==> config.mk <==
export PLATFORM = sky130hd
export DESIGN_NAME = scr_regs
export DESIGN_NICKNAME = d
export VERILOG_FILES = /design/src/logic/scr_pkg.sv /design/src/logic/scr_regs.sv
export SDC_FILE = /design/constraint.sdc
export NUM_CORES = 1
export LEC_CHECK = 0
export BUFFER_PORTS_ARGS = -buffer_cell sky130_fd_sc_hd__clkbuf_2
export CAP_MARGIN = 20
export CORE_UTILIZATION = 55
export CTS_CLUSTER_DIAMETER = 200
export DETAILED_ROUTE_END_ITERATION = 7
export PLACE_DENSITY = 0.79
export SYNTH_ARGS = -nofsm -noshare
export SYNTH_HDL_FRONTEND = slang
export SYNTH_SLANG_ARGS = --single-unit
==> constraint.sdc <==
create_clock -name hclk -period 4.1 [get_ports hclk]
set_clock_uncertainty 0.1 [all_clocks]
set_input_delay 0.82 -clock hclk [delete_from_list [all_inputs] [get_ports hclk]]
set_output_delay 0.82 -clock hclk [all_outputs]
set_load 0.02 [all_outputs]
==> src/logic/scr_pkg.sv <==
// Shared constants and types of the upper configuration register bank.
// Assumes a single AHB-Lite slave with 32-bit data and word accesses.
package scr_pkg;
  // Byte offsets
  localparam logic [11:0] OFS_SELF_REFRESH = 12'h0048;
  localparam logic [11:0] OFS_PRIO_BASE = 12'h0100;
  localparam logic [11:0] OFS_CHIP_BASE = 12'h0200;
  localparam logic [11:0] OFS_USER_IN = 12'h0300;
  localparam logic [11:0] OFS_USER_OUT = 12'h0304;
  localparam logic [11:0] OFS_IDENT_BASE = 12'h0FE0;
  localparam logic [11:0] OFS_CTRL_STATE = 12'h0010;
  localparam logic [11:0] OFS_CHIP_PROBE = 12'h0014;
  localparam logic [11:0] OFS_CHIP_HIT = 12'h0018;
  localparam int PRIO_STRIDE_SH = 4;
  localparam int CHIP_STRIDE_SH = 6;
  localparam int NUM_PRIO = 4;
  localparam int NUM_CHIP = 4;
  // Field widths
  localparam int SRT_W = 8;
  localparam int PRIO_W = 10;
  localparam int CHIP_W = 17;
  localparam int USER_W = 8;
  localparam int CHIP_ORDER_BIT = 16;
  // Identification fields (values arbitrary)
  localparam logic [11:0] ID_PART = 12'h0A5C;
  localparam logic [7:0] ID_DESIGNER = 8'h5B;
  localparam logic [3:0] ID_REVISION = 4'h2;
  localparam logic [7:0] ID_INTEG = 8'h00;
  localparam logic [31:0] RST_ZERO = 32'h0000_0000;
  // Controller states
  typedef enum logic [3:0] {
    SCR_ST_CONFIG = 4'b0001,
    SCR_ST_READY = 4'b0010,
    SCR_ST_PAUSED = 4'b0100,
    SCR_ST_LOWPWR = 4'b1000
  } scr_state_e;
  typedef struct packed {
    logic [7:0] max_prio;
    logic min_prio;
    logic enable;
  } scr_prio_s;
  typedef struct packed {
    logic bank_first;
    logic [7:0] match;
    logic [7:0] mask;
  } scr_chip_s;
  typedef struct packed {
    logic [1:0] htrans;
    logic [31:0] haddr;
    logic hwrite;
    logic [2:0] hsize;
    logic hsel;
    logic hready;
  } scr_ahb_req_s;
endpackage

==> src/logic/scr_regs.sv <==
// Upper configuration register bank: timing, priority, chip decode, user I/O, ident.
// Assumes hclk at 200 MHz, single word transfers, one slave on the bus.
// ----------------------------------------------------------------
// Summary of operation
// ----------------------------------------------------------------
// Summary of operation
// - Self-refresh time in low eight bits
// - Config registers accessible only in config/low-power
// - Four priority registers from 0x100
// - Priority: enable, min bit, max field
// - One chip decode register per device
// - Bit 16 selects bank or row first
// - Select when masked address byte matches
// - Mask one includes, zero excludes bit
// - User input readable in every state
// - User output writable in every state
// - Four byte ident registers form word
// - Ident fields: part, designer, revision, options
// - Ident0 returns low part code byte
// - Ident1: part upper nibble, designer low
//
// Chosen here: register access over AHB-Lite.
`timescale 1ns/1ps
module scr_regs #(
  parameter int NUM_CHIPS = scr_pkg::NUM_CHIP
) (
  input wire logic hclk,
  input wire logic hresetn,
  input wire logic hsel,
  input wire logic [31:0] haddr,
  input wire logic [1:0] htrans,
  input wire logic hwrite,
  input wire logic [2:0] hsize,
  input wire logic hready,
  input wire logic [31:0] hwdata,
  output logic [31:0] hrdata,
  output logic hreadyout,
  output logic hresp,
  input wire logic [7:0] user_in,
  output logic [7:0] user_out,
  output logic [3:0] ctrl_state,
  output logic [scr_pkg::NUM_PRIO*scr_pkg::PRIO_W-1:0] prio_cfg,
  output logic [scr_pkg::SRT_W-1:0] self_refresh_time,
  output logic [NUM_CHIPS-1:0] chip_hit,
  output logic chip_bank_first
);
  // ----------------------------------------------------------------
  // State
  // ----------------------------------------------------------------
  typedef struct packed {
    logic wr_pend;
    logic [11:0] wr_addr;
    logic [31:0] rdata;
    logic [7:0] srt;
    logic [scr_pkg::NUM_PRIO*scr_pkg::PRIO_W-1:0] prio;
    logic [NUM_CHIPS*scr_pkg::CHIP_W-1:0] chip;
    logic [7:0] uout;
    scr_pkg::scr_state_e st;
    logic [7:0] probe;
    logic [NUM_CHIPS-1:0] hit;
    logic hit_bf;
  } scr_st_s;
  scr_st_s s_reg;
  scr_st_s s_next;
  logic acc_ok;
  logic [11:0] a;
  logic [NUM_CHIPS-1:0] hit_c;
  logic hit_bf_c;
  logic [31:0] ident;
  logic [31:0] rd_c;
  localparam int CHIP_ORDER_POS = 8;
  assign ident = {scr_pkg::ID_INTEG, scr_pkg::ID_REVISION, scr_pkg::ID_DESIGNER,
    scr_pkg::ID_PART};
  assign a = haddr[11:0];
  assign acc_ok = (s_reg.st == scr_pkg::SCR_ST_CONFIG) ||
    (s_reg.st == scr_pkg::SCR_ST_LOWPWR);
  // ----------------------------------------------------------------
  // Chip select decode
  // ----------------------------------------------------------------
  genvar g;
  generate
    for (g = 0; g < NUM_CHIPS; g++) begin : g_chip
      scr_pkg::scr_chip_s c;
      assign c = s_reg.chip[g*scr_pkg::CHIP_W +: scr_pkg::CHIP_W];
      assign hit_c[g] = ((s_reg.probe ^ c.match) & c.mask) == 8'h00;
    end
  endgenerate
  always_comb begin
    scr_pkg::scr_chip_s c0;
    c0 = '0;
    hit_bf_c = 1'b0;
    for (int i = NUM_CHIPS - 1; i >= 0; i--) begin
      c0 = s_reg.chip[i*scr_pkg::CHIP_W +: scr_pkg::CHIP_W];
      if (hit_c[i]) begin
        hit_bf_c = c0.bank_first;
      end
    end
  end
  // ----------------------------------------------------------------
  // Read mux
  // ----------------------------------------------------------------
  always_comb begin
    rd_c = scr_pkg::RST_ZERO;
    if (a == scr_pkg::OFS_USER_IN) begin
      rd_c[7:0] = user_in;
    end else if (a == scr_pkg::OFS_CTRL_STATE) begin
      rd_c[3:0] = s_reg.st;
    end else if (a == scr_pkg::OFS_CHIP_PROBE) begin
      rd_c[7:0] = s_reg.probe;
    end else if (a == scr_pkg::OFS_CHIP_HIT) begin
      rd_c[NUM_CHIPS-1:0] = s_reg.hit;
      rd_c[CHIP_ORDER_POS] = s_reg.hit_bf;
    end else if (a[11:4] == scr_pkg::OFS_IDENT_BASE[11:4] && a[1:0] == 2'b00) begin
      rd_c[7:0] = ident[{a[3:2], 3'b000} +: 8];
    end else if (acc_ok) begin
      if (a == scr_pkg::OFS_SELF_REFRESH) begin
        rd_c[7:0] = s_reg.srt;
      end
      for (int i = 0; i < scr_pkg::NUM_PRIO; i++) begin
        if (a == scr_pkg::OFS_PRIO_BASE + 12'(i << scr_pkg::PRIO_STRIDE_SH)) begin
          rd_c[scr_pkg::PRIO_W-1:0] = s_reg.prio[i*scr_pkg::PRIO_W +: scr_pkg::PRIO_W];
        end
      end
      for (int i = 0; i < NUM_CHIPS; i++) begin
        if (a == scr_pkg::OFS_CHIP_BASE + 12'(i << scr_pkg::CHIP_STRIDE_SH)) begin
          rd_c[scr_pkg::CHIP_W-1:0] = s_reg.chip[i*scr_pkg::CHIP_W +: scr_pkg::CHIP_W];
        end
      end
    end
  end
  // ----------------------------------------------------------------
  // Next state
  // ----------------------------------------------------------------
  always_comb begin
    logic [11:0] wa;
    wa = s_reg.wr_addr;
    s_next = s_reg;
    s_next.hit = hit_c;
    s_next.hit_bf = hit_bf_c;
    s_next.wr_pend = 1'b0;
    if (hsel && hready && htrans[1]) begin
      s_next.wr_pend = hwrite;
      s_next.wr_addr = a;
      if (!hwrite) begin
        s_next.rdata = rd_c;
      end
    end
    if (s_reg.wr_pend) begin
      if (wa == scr_pkg::OFS_USER_OUT) begin
        s_next.uout = hwdata[7:0];
      end else if (wa == scr_pkg::OFS_CTRL_STATE) begin
        case (hwdata[3:0])
          4'b0001: s_next.st = scr_pkg::SCR_ST_CONFIG;
          4'b0010: s_next.st = scr_pkg::SCR_ST_READY;
          4'b0100: s_next.st = scr_pkg::SCR_ST_PAUSED;
          4'b1000: s_next.st = scr_pkg::SCR_ST_LOWPWR;
          default: s_next.st = s_reg.st;
        endcase
      end else if (wa == scr_pkg::OFS_CHIP_PROBE) begin
        s_next.probe = hwdata[7:0];
      end else if (acc_ok) begin
        if (wa == scr_pkg::OFS_SELF_REFRESH) begin
          s_next.srt = hwdata[7:0];
        end
        for (int i = 0; i < scr_pkg::NUM_PRIO; i++) begin
          if (wa == scr_pkg::OFS_PRIO_BASE + 12'(i << scr_pkg::PRIO_STRIDE_SH)) begin
            s_next.prio[i*scr_pkg::PRIO_W +: scr_pkg::PRIO_W] =
              hwdata[scr_pkg::PRIO_W-1:0];
          end
        end
        for (int i = 0; i < NUM_CHIPS; i++) begin
          if (wa == scr_pkg::OFS_CHIP_BASE + 12'(i << scr_pkg::CHIP_STRIDE_SH)) begin
            s_next.chip[i*scr_pkg::CHIP_W +: scr_pkg::CHIP_W] =
              hwdata[scr_pkg::CHIP_W-1:0];
          end
        end
      end
    end
  end
  always_ff @(posedge hclk or negedge hresetn) begin
    if (!hresetn) begin
      s_reg <= '0;
      s_reg.st <= scr_pkg::SCR_ST_CONFIG;
    end else begin
      s_reg <= s_next;
    end
  end
  // ----------------------------------------------------------------
  // Outputs
  // ----------------------------------------------------------------
  assign hrdata = s_reg.rdata;
  assign hreadyout = 1'b1;
  assign hresp = 1'b0;
  assign user_out = s_reg.uout;
  assign ctrl_state = s_reg.st;
  assign prio_cfg = s_reg.prio;
  assign self_refresh_time = s_reg.srt;
  assign chip_hit = s_reg.hit;
  assign chip_bank_first = s_reg.hit_bf;

  logic wr_srt;
  assign wr_srt = s_reg.wr_pend && s_reg.wr_addr == scr_pkg::OFS_SELF_REFRESH;

  // ----------------------------------------------------------------
  // Access gating and controller state
  // ----------------------------------------------------------------
  logic rd_req;
  assign rd_req = hsel && hready && htrans[1] && !hwrite;
endmodule

## Word-level counts from Yosys, hierarchy flattened

Index checks and enable logic that the tools add are counted.

- Flip-flop bits (word level): 171
- Input port bits: 82
- Output and inout bits: 99
- Logic and storage cells: 119

- Equality and inequality tests: 32
- Shifts and indexed selects: 1
- Mux-type cells: 34
- Bitwise gates (word level): 12
- Reduce and logical (&&, ||, !) cells: 23

Operators by type and width:

| cell | count |
|---|---|
| 2-to-1 mux 17 bit | 11 |
| equality test 12 x 10 -> 1 bit (second input constant) | 10 |
| equality test 12 x 9 -> 1 bit (second input constant) | 8 |
| equality test 12 x 5 -> 1 bit (second input constant) | 5 |
| AND reduction 6 bit | 9 |
| 2-to-1 mux 45 bit | 1 |
| 2-to-1 mux 10 bit | 4 |
| 2-to-1 mux 8 bit | 5 |
| bitwise AND 8 bit | 4 |
| zero test 8 bit | 4 |
| variable part select 32 x 6 -> 8 bit (first input constant) | 1 |
| bitwise XOR 8 bit | 4 |
| 2-to-1 mux 9 bit | 3 |
| equality test 12 x 7 -> 1 bit (second input constant) | 2 |
| case mux 4 bit (4 select lines) | 1 |
| 2-to-1 mux 13 bit | 1 |
| 2-to-1 mux 4 bit | 3 |
| equality test 4 x 1 -> 1 bit (second input constant) | 2 |
| equality test 4 bit (second input constant) | 2 |
| equality test 8 bit (second input constant) | 1 |
| AND reduction 4 bit | 2 |
| 2-to-1 mux 1 bit | 5 |
| equality test 4 x 2 -> 1 bit (second input constant) | 1 |
| equality test 4 x 3 -> 1 bit (second input constant) | 1 |
| 6 further kinds | 12 |

## Longest topological paths before layout

- Word-level depth: 23
- Mapped depth: 10

## Worst setup path after synthesis

Ideal clock, no wire load.

- Path type: input -> register
- Start: in haddr[3]
- End: reg s_reg (netlist bit hrdata[8])
- Library setup time: 122 ps
- Data arrival time: 2,663 ps
- Required time: 3,878 ps
- Setup slack: 1,215 ps
- Stages: 9
- Path buffers: 2
- Path through: inv_1 > ha_1 > or3b_1 > buf_6 > or4_1 > buf_2 > nor2_2 > o31ai_1 > a32o_1

- Cells in the longest elaborated chain, start to end: 20
- Elaborated cells on any way between the ends: 31
- Classes of those cells: eq/ne: 12; mux: 19

RTL lines:

| element | RTL line | source |
|---|---|---|
| start, declared | scr_regs.sv:30 | `input wire logic [31:0] haddr,` |
| equality test 12 x 9 -> 1 bit | scr_regs.sv:120 | `if (a == scr_pkg::OFS_PRIO_BASE + 12'(i << scr_pkg::PRIO_STRIDE_SH)) begin` |
| 2-to-1 mux 10 bit (4 in series) | scr_regs.sv:120 |  |
| 2-to-1 mux 17 bit (4 in series) | scr_regs.sv:125 | `if (a == scr_pkg::OFS_CHIP_BASE + 12'(i << scr_pkg::CHIP_STRIDE_SH)) begin` |
| 2-to-1 mux 17 bit | scr_regs.sv:115 | `end else if (acc_ok) begin` |
| 2-to-1 mux 17 bit | scr_regs.sv:113 | `end else if (a[11:4] == scr_pkg::OFS_IDENT_BASE[11:4] && a[1:0] == 2'b00) begin` |
| 2-to-1 mux 17 bit | scr_regs.sv:110 | `end else if (a == scr_pkg::OFS_CHIP_HIT) begin` |
| 2-to-1 mux 17 bit | scr_regs.sv:108 | `end else if (a == scr_pkg::OFS_CHIP_PROBE) begin` |
| 2-to-1 mux 17 bit | scr_regs.sv:106 | `end else if (a == scr_pkg::OFS_CTRL_STATE) begin` |
| 2-to-1 mux 17 bit | scr_regs.sv:104 | `if (a == scr_pkg::OFS_USER_IN) begin` |
| 2-to-1 mux 9 bit | scr_regs.sv:113 |  |
| 2-to-1 mux 1 bit | scr_regs.sv:110 |  |
| 2-to-1 mux 9 bit | scr_regs.sv:108 |  |
| 2-to-1 mux 13 bit | scr_regs.sv:106 |  |
| 2-to-1 mux 9 bit * | scr_regs.sv:104 |  |
| end signal, assigned | scr_regs.sv:185 | `s_reg <= s_next;` |
| end, declared | scr_regs.sv:63 | `scr_st_s s_reg;` |

Mark *: on every way between the ends. The rest lies on a longest branch, timed or not. The select of a mux whose other input is x is not followed.
A chain may end at the register's enable or synchronous reset.

## Worst setup path in the final report

- Start: in haddr[3]
- End: reg s_reg (netlist bit hrdata[7])

- Cells in the longest elaborated chain, start to end: 21
- Elaborated cells on any way between the ends: 34
- Classes of those cells: eq/ne: 13; shift: 1; mux: 20

RTL lines:

| element | RTL line | source |
|---|---|---|
| equality test 12 x 7 -> 1 bit | scr_regs.sv:116 | `if (a == scr_pkg::OFS_SELF_REFRESH) begin` |
| 2-to-1 mux 8 bit | scr_regs.sv:116 |  |
| 2-to-1 mux 10 bit (4 in series) | scr_regs.sv:120 |  |
| 2-to-1 mux 17 bit (4 in series) | scr_regs.sv:125 |  |
| 2-to-1 mux 17 bit | scr_regs.sv:115 |  |
| 2-to-1 mux 17 bit | scr_regs.sv:113 |  |
| 2-to-1 mux 17 bit | scr_regs.sv:110 |  |
| 2-to-1 mux 17 bit | scr_regs.sv:108 |  |
| 2-to-1 mux 17 bit | scr_regs.sv:106 |  |
| 2-to-1 mux 17 bit | scr_regs.sv:104 |  |
| 2-to-1 mux 8 bit | scr_regs.sv:113 |  |
| 2-to-1 mux 4 bit | scr_regs.sv:110 |  |
| 2-to-1 mux 8 bit | scr_regs.sv:108 |  |
| 2-to-1 mux 13 bit | scr_regs.sv:106 |  |
| 2-to-1 mux 8 bit * | scr_regs.sv:104 |  |

Marks and branches as above.

==> run summary <==
The number of non-filler instances in the completed layout is 1129. The internal power consumption is 0.002771 W. STA classifies the critical path startpoint as a primary input. The synthesized netlist contains 75 unique library cells.

Setup slack on the critical path of the routed design comes to 0.8771 ns. Buffers added to address setup during post-CTS repair amount to 0. The detailed-route DRC error count was 0; the number of nets in the layout was 981. Once detail routing completed, the nets flagged for antenna violations numbered 0. The total clock buffers created by CTS is 17, and the number of hold-repair buffers added at the cts stage is 0. In the final routed layout, each cell accounts on average for 22.95 um.

The tools report the startpoint of the lowest-slack register-to-register path as ctrl_state[0]$_DFFE_PN1P_. The die span in x was 133.7 um. The synthesized area per cell is 10.84 sq um, and the total detailed-routing wirelength is 25910 um. Setup repair after global routing left no endpoint under its margin. Dividing the detail-routed via count by the number of cells gives 6.328.

The switching share of total power was 0.2679. The diode insertion count for antenna repair was 0. In this run the core area contains 47 standard-cell rows. The register with the most flip-flops in the layout has 68 of them.

Category of the critical setup timing path: primary input to register. The overall die area is 17880 sq um, and the maximum number of pins on one net before global-route repair is 92. The most common flop cell mapped by yosys is sky130_fd_sc_hd__dfrtp_1. The path class of the tightest hold or removal check is primary input to asynchronous set/reset pin. The tool flagged a number of max-cap violations equal to 0. The relative contribution of sequential cells to total power came out at 0.488. The fraction of power consumed by combinational cells is 0.098, and the final hold violation count is 0. The effective utilization at floorplan was 0.5694; the worst slack at placement was 0.5007 ns.

The final max-slew violation count was 0. The final worst-path cycle share works out to 0.7861. Counting cells, the worst reg-to-reg path comes to 5.

For the cell area after synthesis, the log shows 9543 sq um. The count of endpoints failing setup in the final report was 0. The tools report the sequential share of the synthesized area as 0.4485. Gates resized during post-CTS repair numbered 0.

During placement, the flow inserted port buffers numbering 124. The initial antenna violation count came out at 1. For the pin with the worst max-slew slack, the measured transition is 0.9658 ns. The final total power was 0.003785 W; the number of global-route vias before repair was 7033. The count of vias placed by the detailed router is 7144, and the total of flip-flops plus latches after synthesis is 171. For the insertion delay to the later sink of the worst-skew pair, the log shows 0.43 ns. The chip height was 133.7 um. The clock net in this run drives a total of 171 sinks. The largest voltage drop on the vdd net was 0.3031 mV; the arrival time of the worst setup path was 3.49 ns. The clock passes through at most 2 buffers.

The data required time at the worst endpoint is 4.37 ns, and the maximum level of the CTS H-tree is 4. The total global-route track usage is 0.3041, and the core region area is 16760 sq um. The worst setup path is captured at a register. The total overflow left after global routing is 0. The clock network fraction of design power is 0.414, and the final setup TNS is 0 ns. The flow ran to the end, and the final reports show no timing, DRC or antenna violations. After detailed placement, the total cell area comes to 9592 sq um. The top fanout value on the critical path is 16, and the clock-pin slew reported for the worst setup and hold paths after clock tree synthesis is 0.07 ns. The net switching power figure came out at 0.001014 W. Timing would allow up to 310.3 MHz.

The async set-reset flop share out of synthesis works out to 1.000. The run gives 1097 as the number of placed cells counting well taps. The tools report the final design instance area without fill as 10160 sq um.

Power spread over the standard cell area amounts to 372.4 nW/um^2. TritonCTS built the clock tree. In this run the count of I/O pins placed on the die edge is 181. The congestion estimate from routability-driven global placement came to 0.9986. The tree is rooted in a sky130_fd_sc_hd__clkbuf_16.

The first global-routing pass estimated 40520 um of wire. Once detailed placement completed, the half-perimeter wirelength came to 18580 um. The number of synthesis warnings came out at 0. The library cells used most frequently in the layout, excluding fill and tap cells, are 170 x sky130_fd_sc_hd__dfrtp_1, 138 x sky130_fd_sc_hd__mux2_2, 123 x sky130_fd_sc_hd__clkbuf_2, 57 x sky130_fd_sc_hd__nand2_1, 47 x sky130_fd_sc_hd__o21ai_0.

The worst-case headroom to the max-slew limit came out at 0.3546. The routed design could run at a clock period as short as 3.223 ns. The tools report the cell leakage power as 4.604 nW. The most frequent standard cell in the layout excluding fill and tap cells was sky130_fd_sc_hd__dfrtp_1. Fraction of final layout cells with drive strength greater than 1: 0.3564. Counting every instance in the synthesized netlist gives 880. The critical path starts at haddr[3]. The run gives 5 as the number of iterations in the first detailed-routing pass.

The DRC marker count from the first detailed-route iteration is 797, and the post-synthesis to final-layout area growth is 6.503%. Number of synthesized flops with an enable pin: 0.
-- metal layers --
layer,GRT usage,vias up,share of wire
li1,-,3105,-
met1,0.4140,3577,0.41
met2,0.4588,394,0.46
met3,0.07192,68,0.092
met4,0.1427,0,0.037
met5,0,-,0
-- stage by stage --
step                      utilization  hold WS [ns]
after global routing           0.6064        0.4124
after global placement         0.5723        0.3633
after CTS                      0.6064        0.3891
after floorplan                     -        0.3502
after detailed placement       0.5723        0.3743
final                          0.6064        0.3534
-- final timing paths --
check	to	slack, ns
setup / recovery	hrdata[7]$_DFFE_PN0P_	0.88
max in group asynchronous	g_chip[2].c[11]$_DFFE_PN0P_	2.62
min in group hclk	hrdata[12]$_DFFE_PN0P_	0.38
hold reg to reg	hrdata[12]$_DFFE_PN0P_	0.38
hold / removal	prio_cfg[10]$_DFFE_PN0P_	0.35
setup reg to reg	g_chip[3].c[10]$_DFFE_PN0P_	1.30
-- cells in the mapped netlist (all sizes together) (5+ instances only) --
| library cell | number | area [sq um] |
|---|---|---|
| and3 | 10 | 62.56 |
| nand4 | 15 | 100.1 |
| o22ai | 6 | 37.54 |
| a22oi | 24 | 180.2 |
| nand2 | 57 | 214.0 |
| o21ai | 49 | 245.2 |
| mux2 | 139 | 1565 |
| and4 | 5 | 43.79 |
| buf | 118 | 858.3 |
| xor2 | 34 | 297.8 |
| and2 | 5 | 31.28 |
| nor3 | 9 | 55.05 |
| a22o | 14 | 122.6 |
| a21oi | 20 | 100.1 |
| clkbuf | 35 | 143.9 |
| inv | 9 | 33.78 |
| nor2b | 5 | 31.28 |
| o221ai | 7 | 61.31 |
| nor2 | 35 | 141.4 |
| nor4 | 8 | 56.30 |
| a221oi | 10 | 87.58 |
| nor4b | 7 | 73.82 |
| dfrtp | 170 | 4254 |
| nand3 | 14 | 70.07 |
| o211ai | 7 | 52.55 |
-- logic make-up after synthesis --
logic type	synth area share
flip-flops	0.4485
AND/OR/NAND/NOR	0.1128
other	0.0007870
adder cells (fa/ha/maj)	0.004983
buffers and inverters	0.1100
XOR/XNOR	0.03212
multiplexers	0.1756
AO/OA/AOI/OAI	0.1153
-- area by class of cell --
| cell class | count | area, sq um |
|---|---|---|
| fillers | 1387 | 6596 |
| repair buffers | 136 | 729.5 |
| well taps | 220 | 275.3 |
| multi-input cells | 560 | 4269 |
| inverters | 10 | 37.54 |
| flip-flops and latches | 171 | 4280 |
| clock buffers | 20 | 456.7 |
| clock inverters | 12 | 115.1 |
-- critical path: stages --
cell and delay [ns]:
sky130_fd_sc_hd__clkbuf_2 0.10, sky130_fd_sc_hd__inv_1 0.12, sky130_fd_sc_hd__ha_1 0.35, sky130_fd_sc_hd__nor3b_1 0.53, sky130_fd_sc_hd__and3_1 0.62, sky130_fd_sc_hd__o221ai_1 0.23, sky130_fd_sc_hd__a21oi_1 0.38, sky130_fd_sc_hd__o211ai_1 0.20
sky130_fd_sc_hd__nand3_1 0.14
-- power groups by stage --
stage               sequential (W)  clock [W]  combinational, W
floorplan                  0.00184          0          0.000283
global placement           0.00187          0          0.000359
detailed placement         0.00188          0          0.000367
CTS                        0.00185    0.00158          0.000369
global route               0.00186    0.00165          0.000404
finish                     0.00185    0.00157          0.000371
No activity file was read; power rests on OpenSTA's default activity.
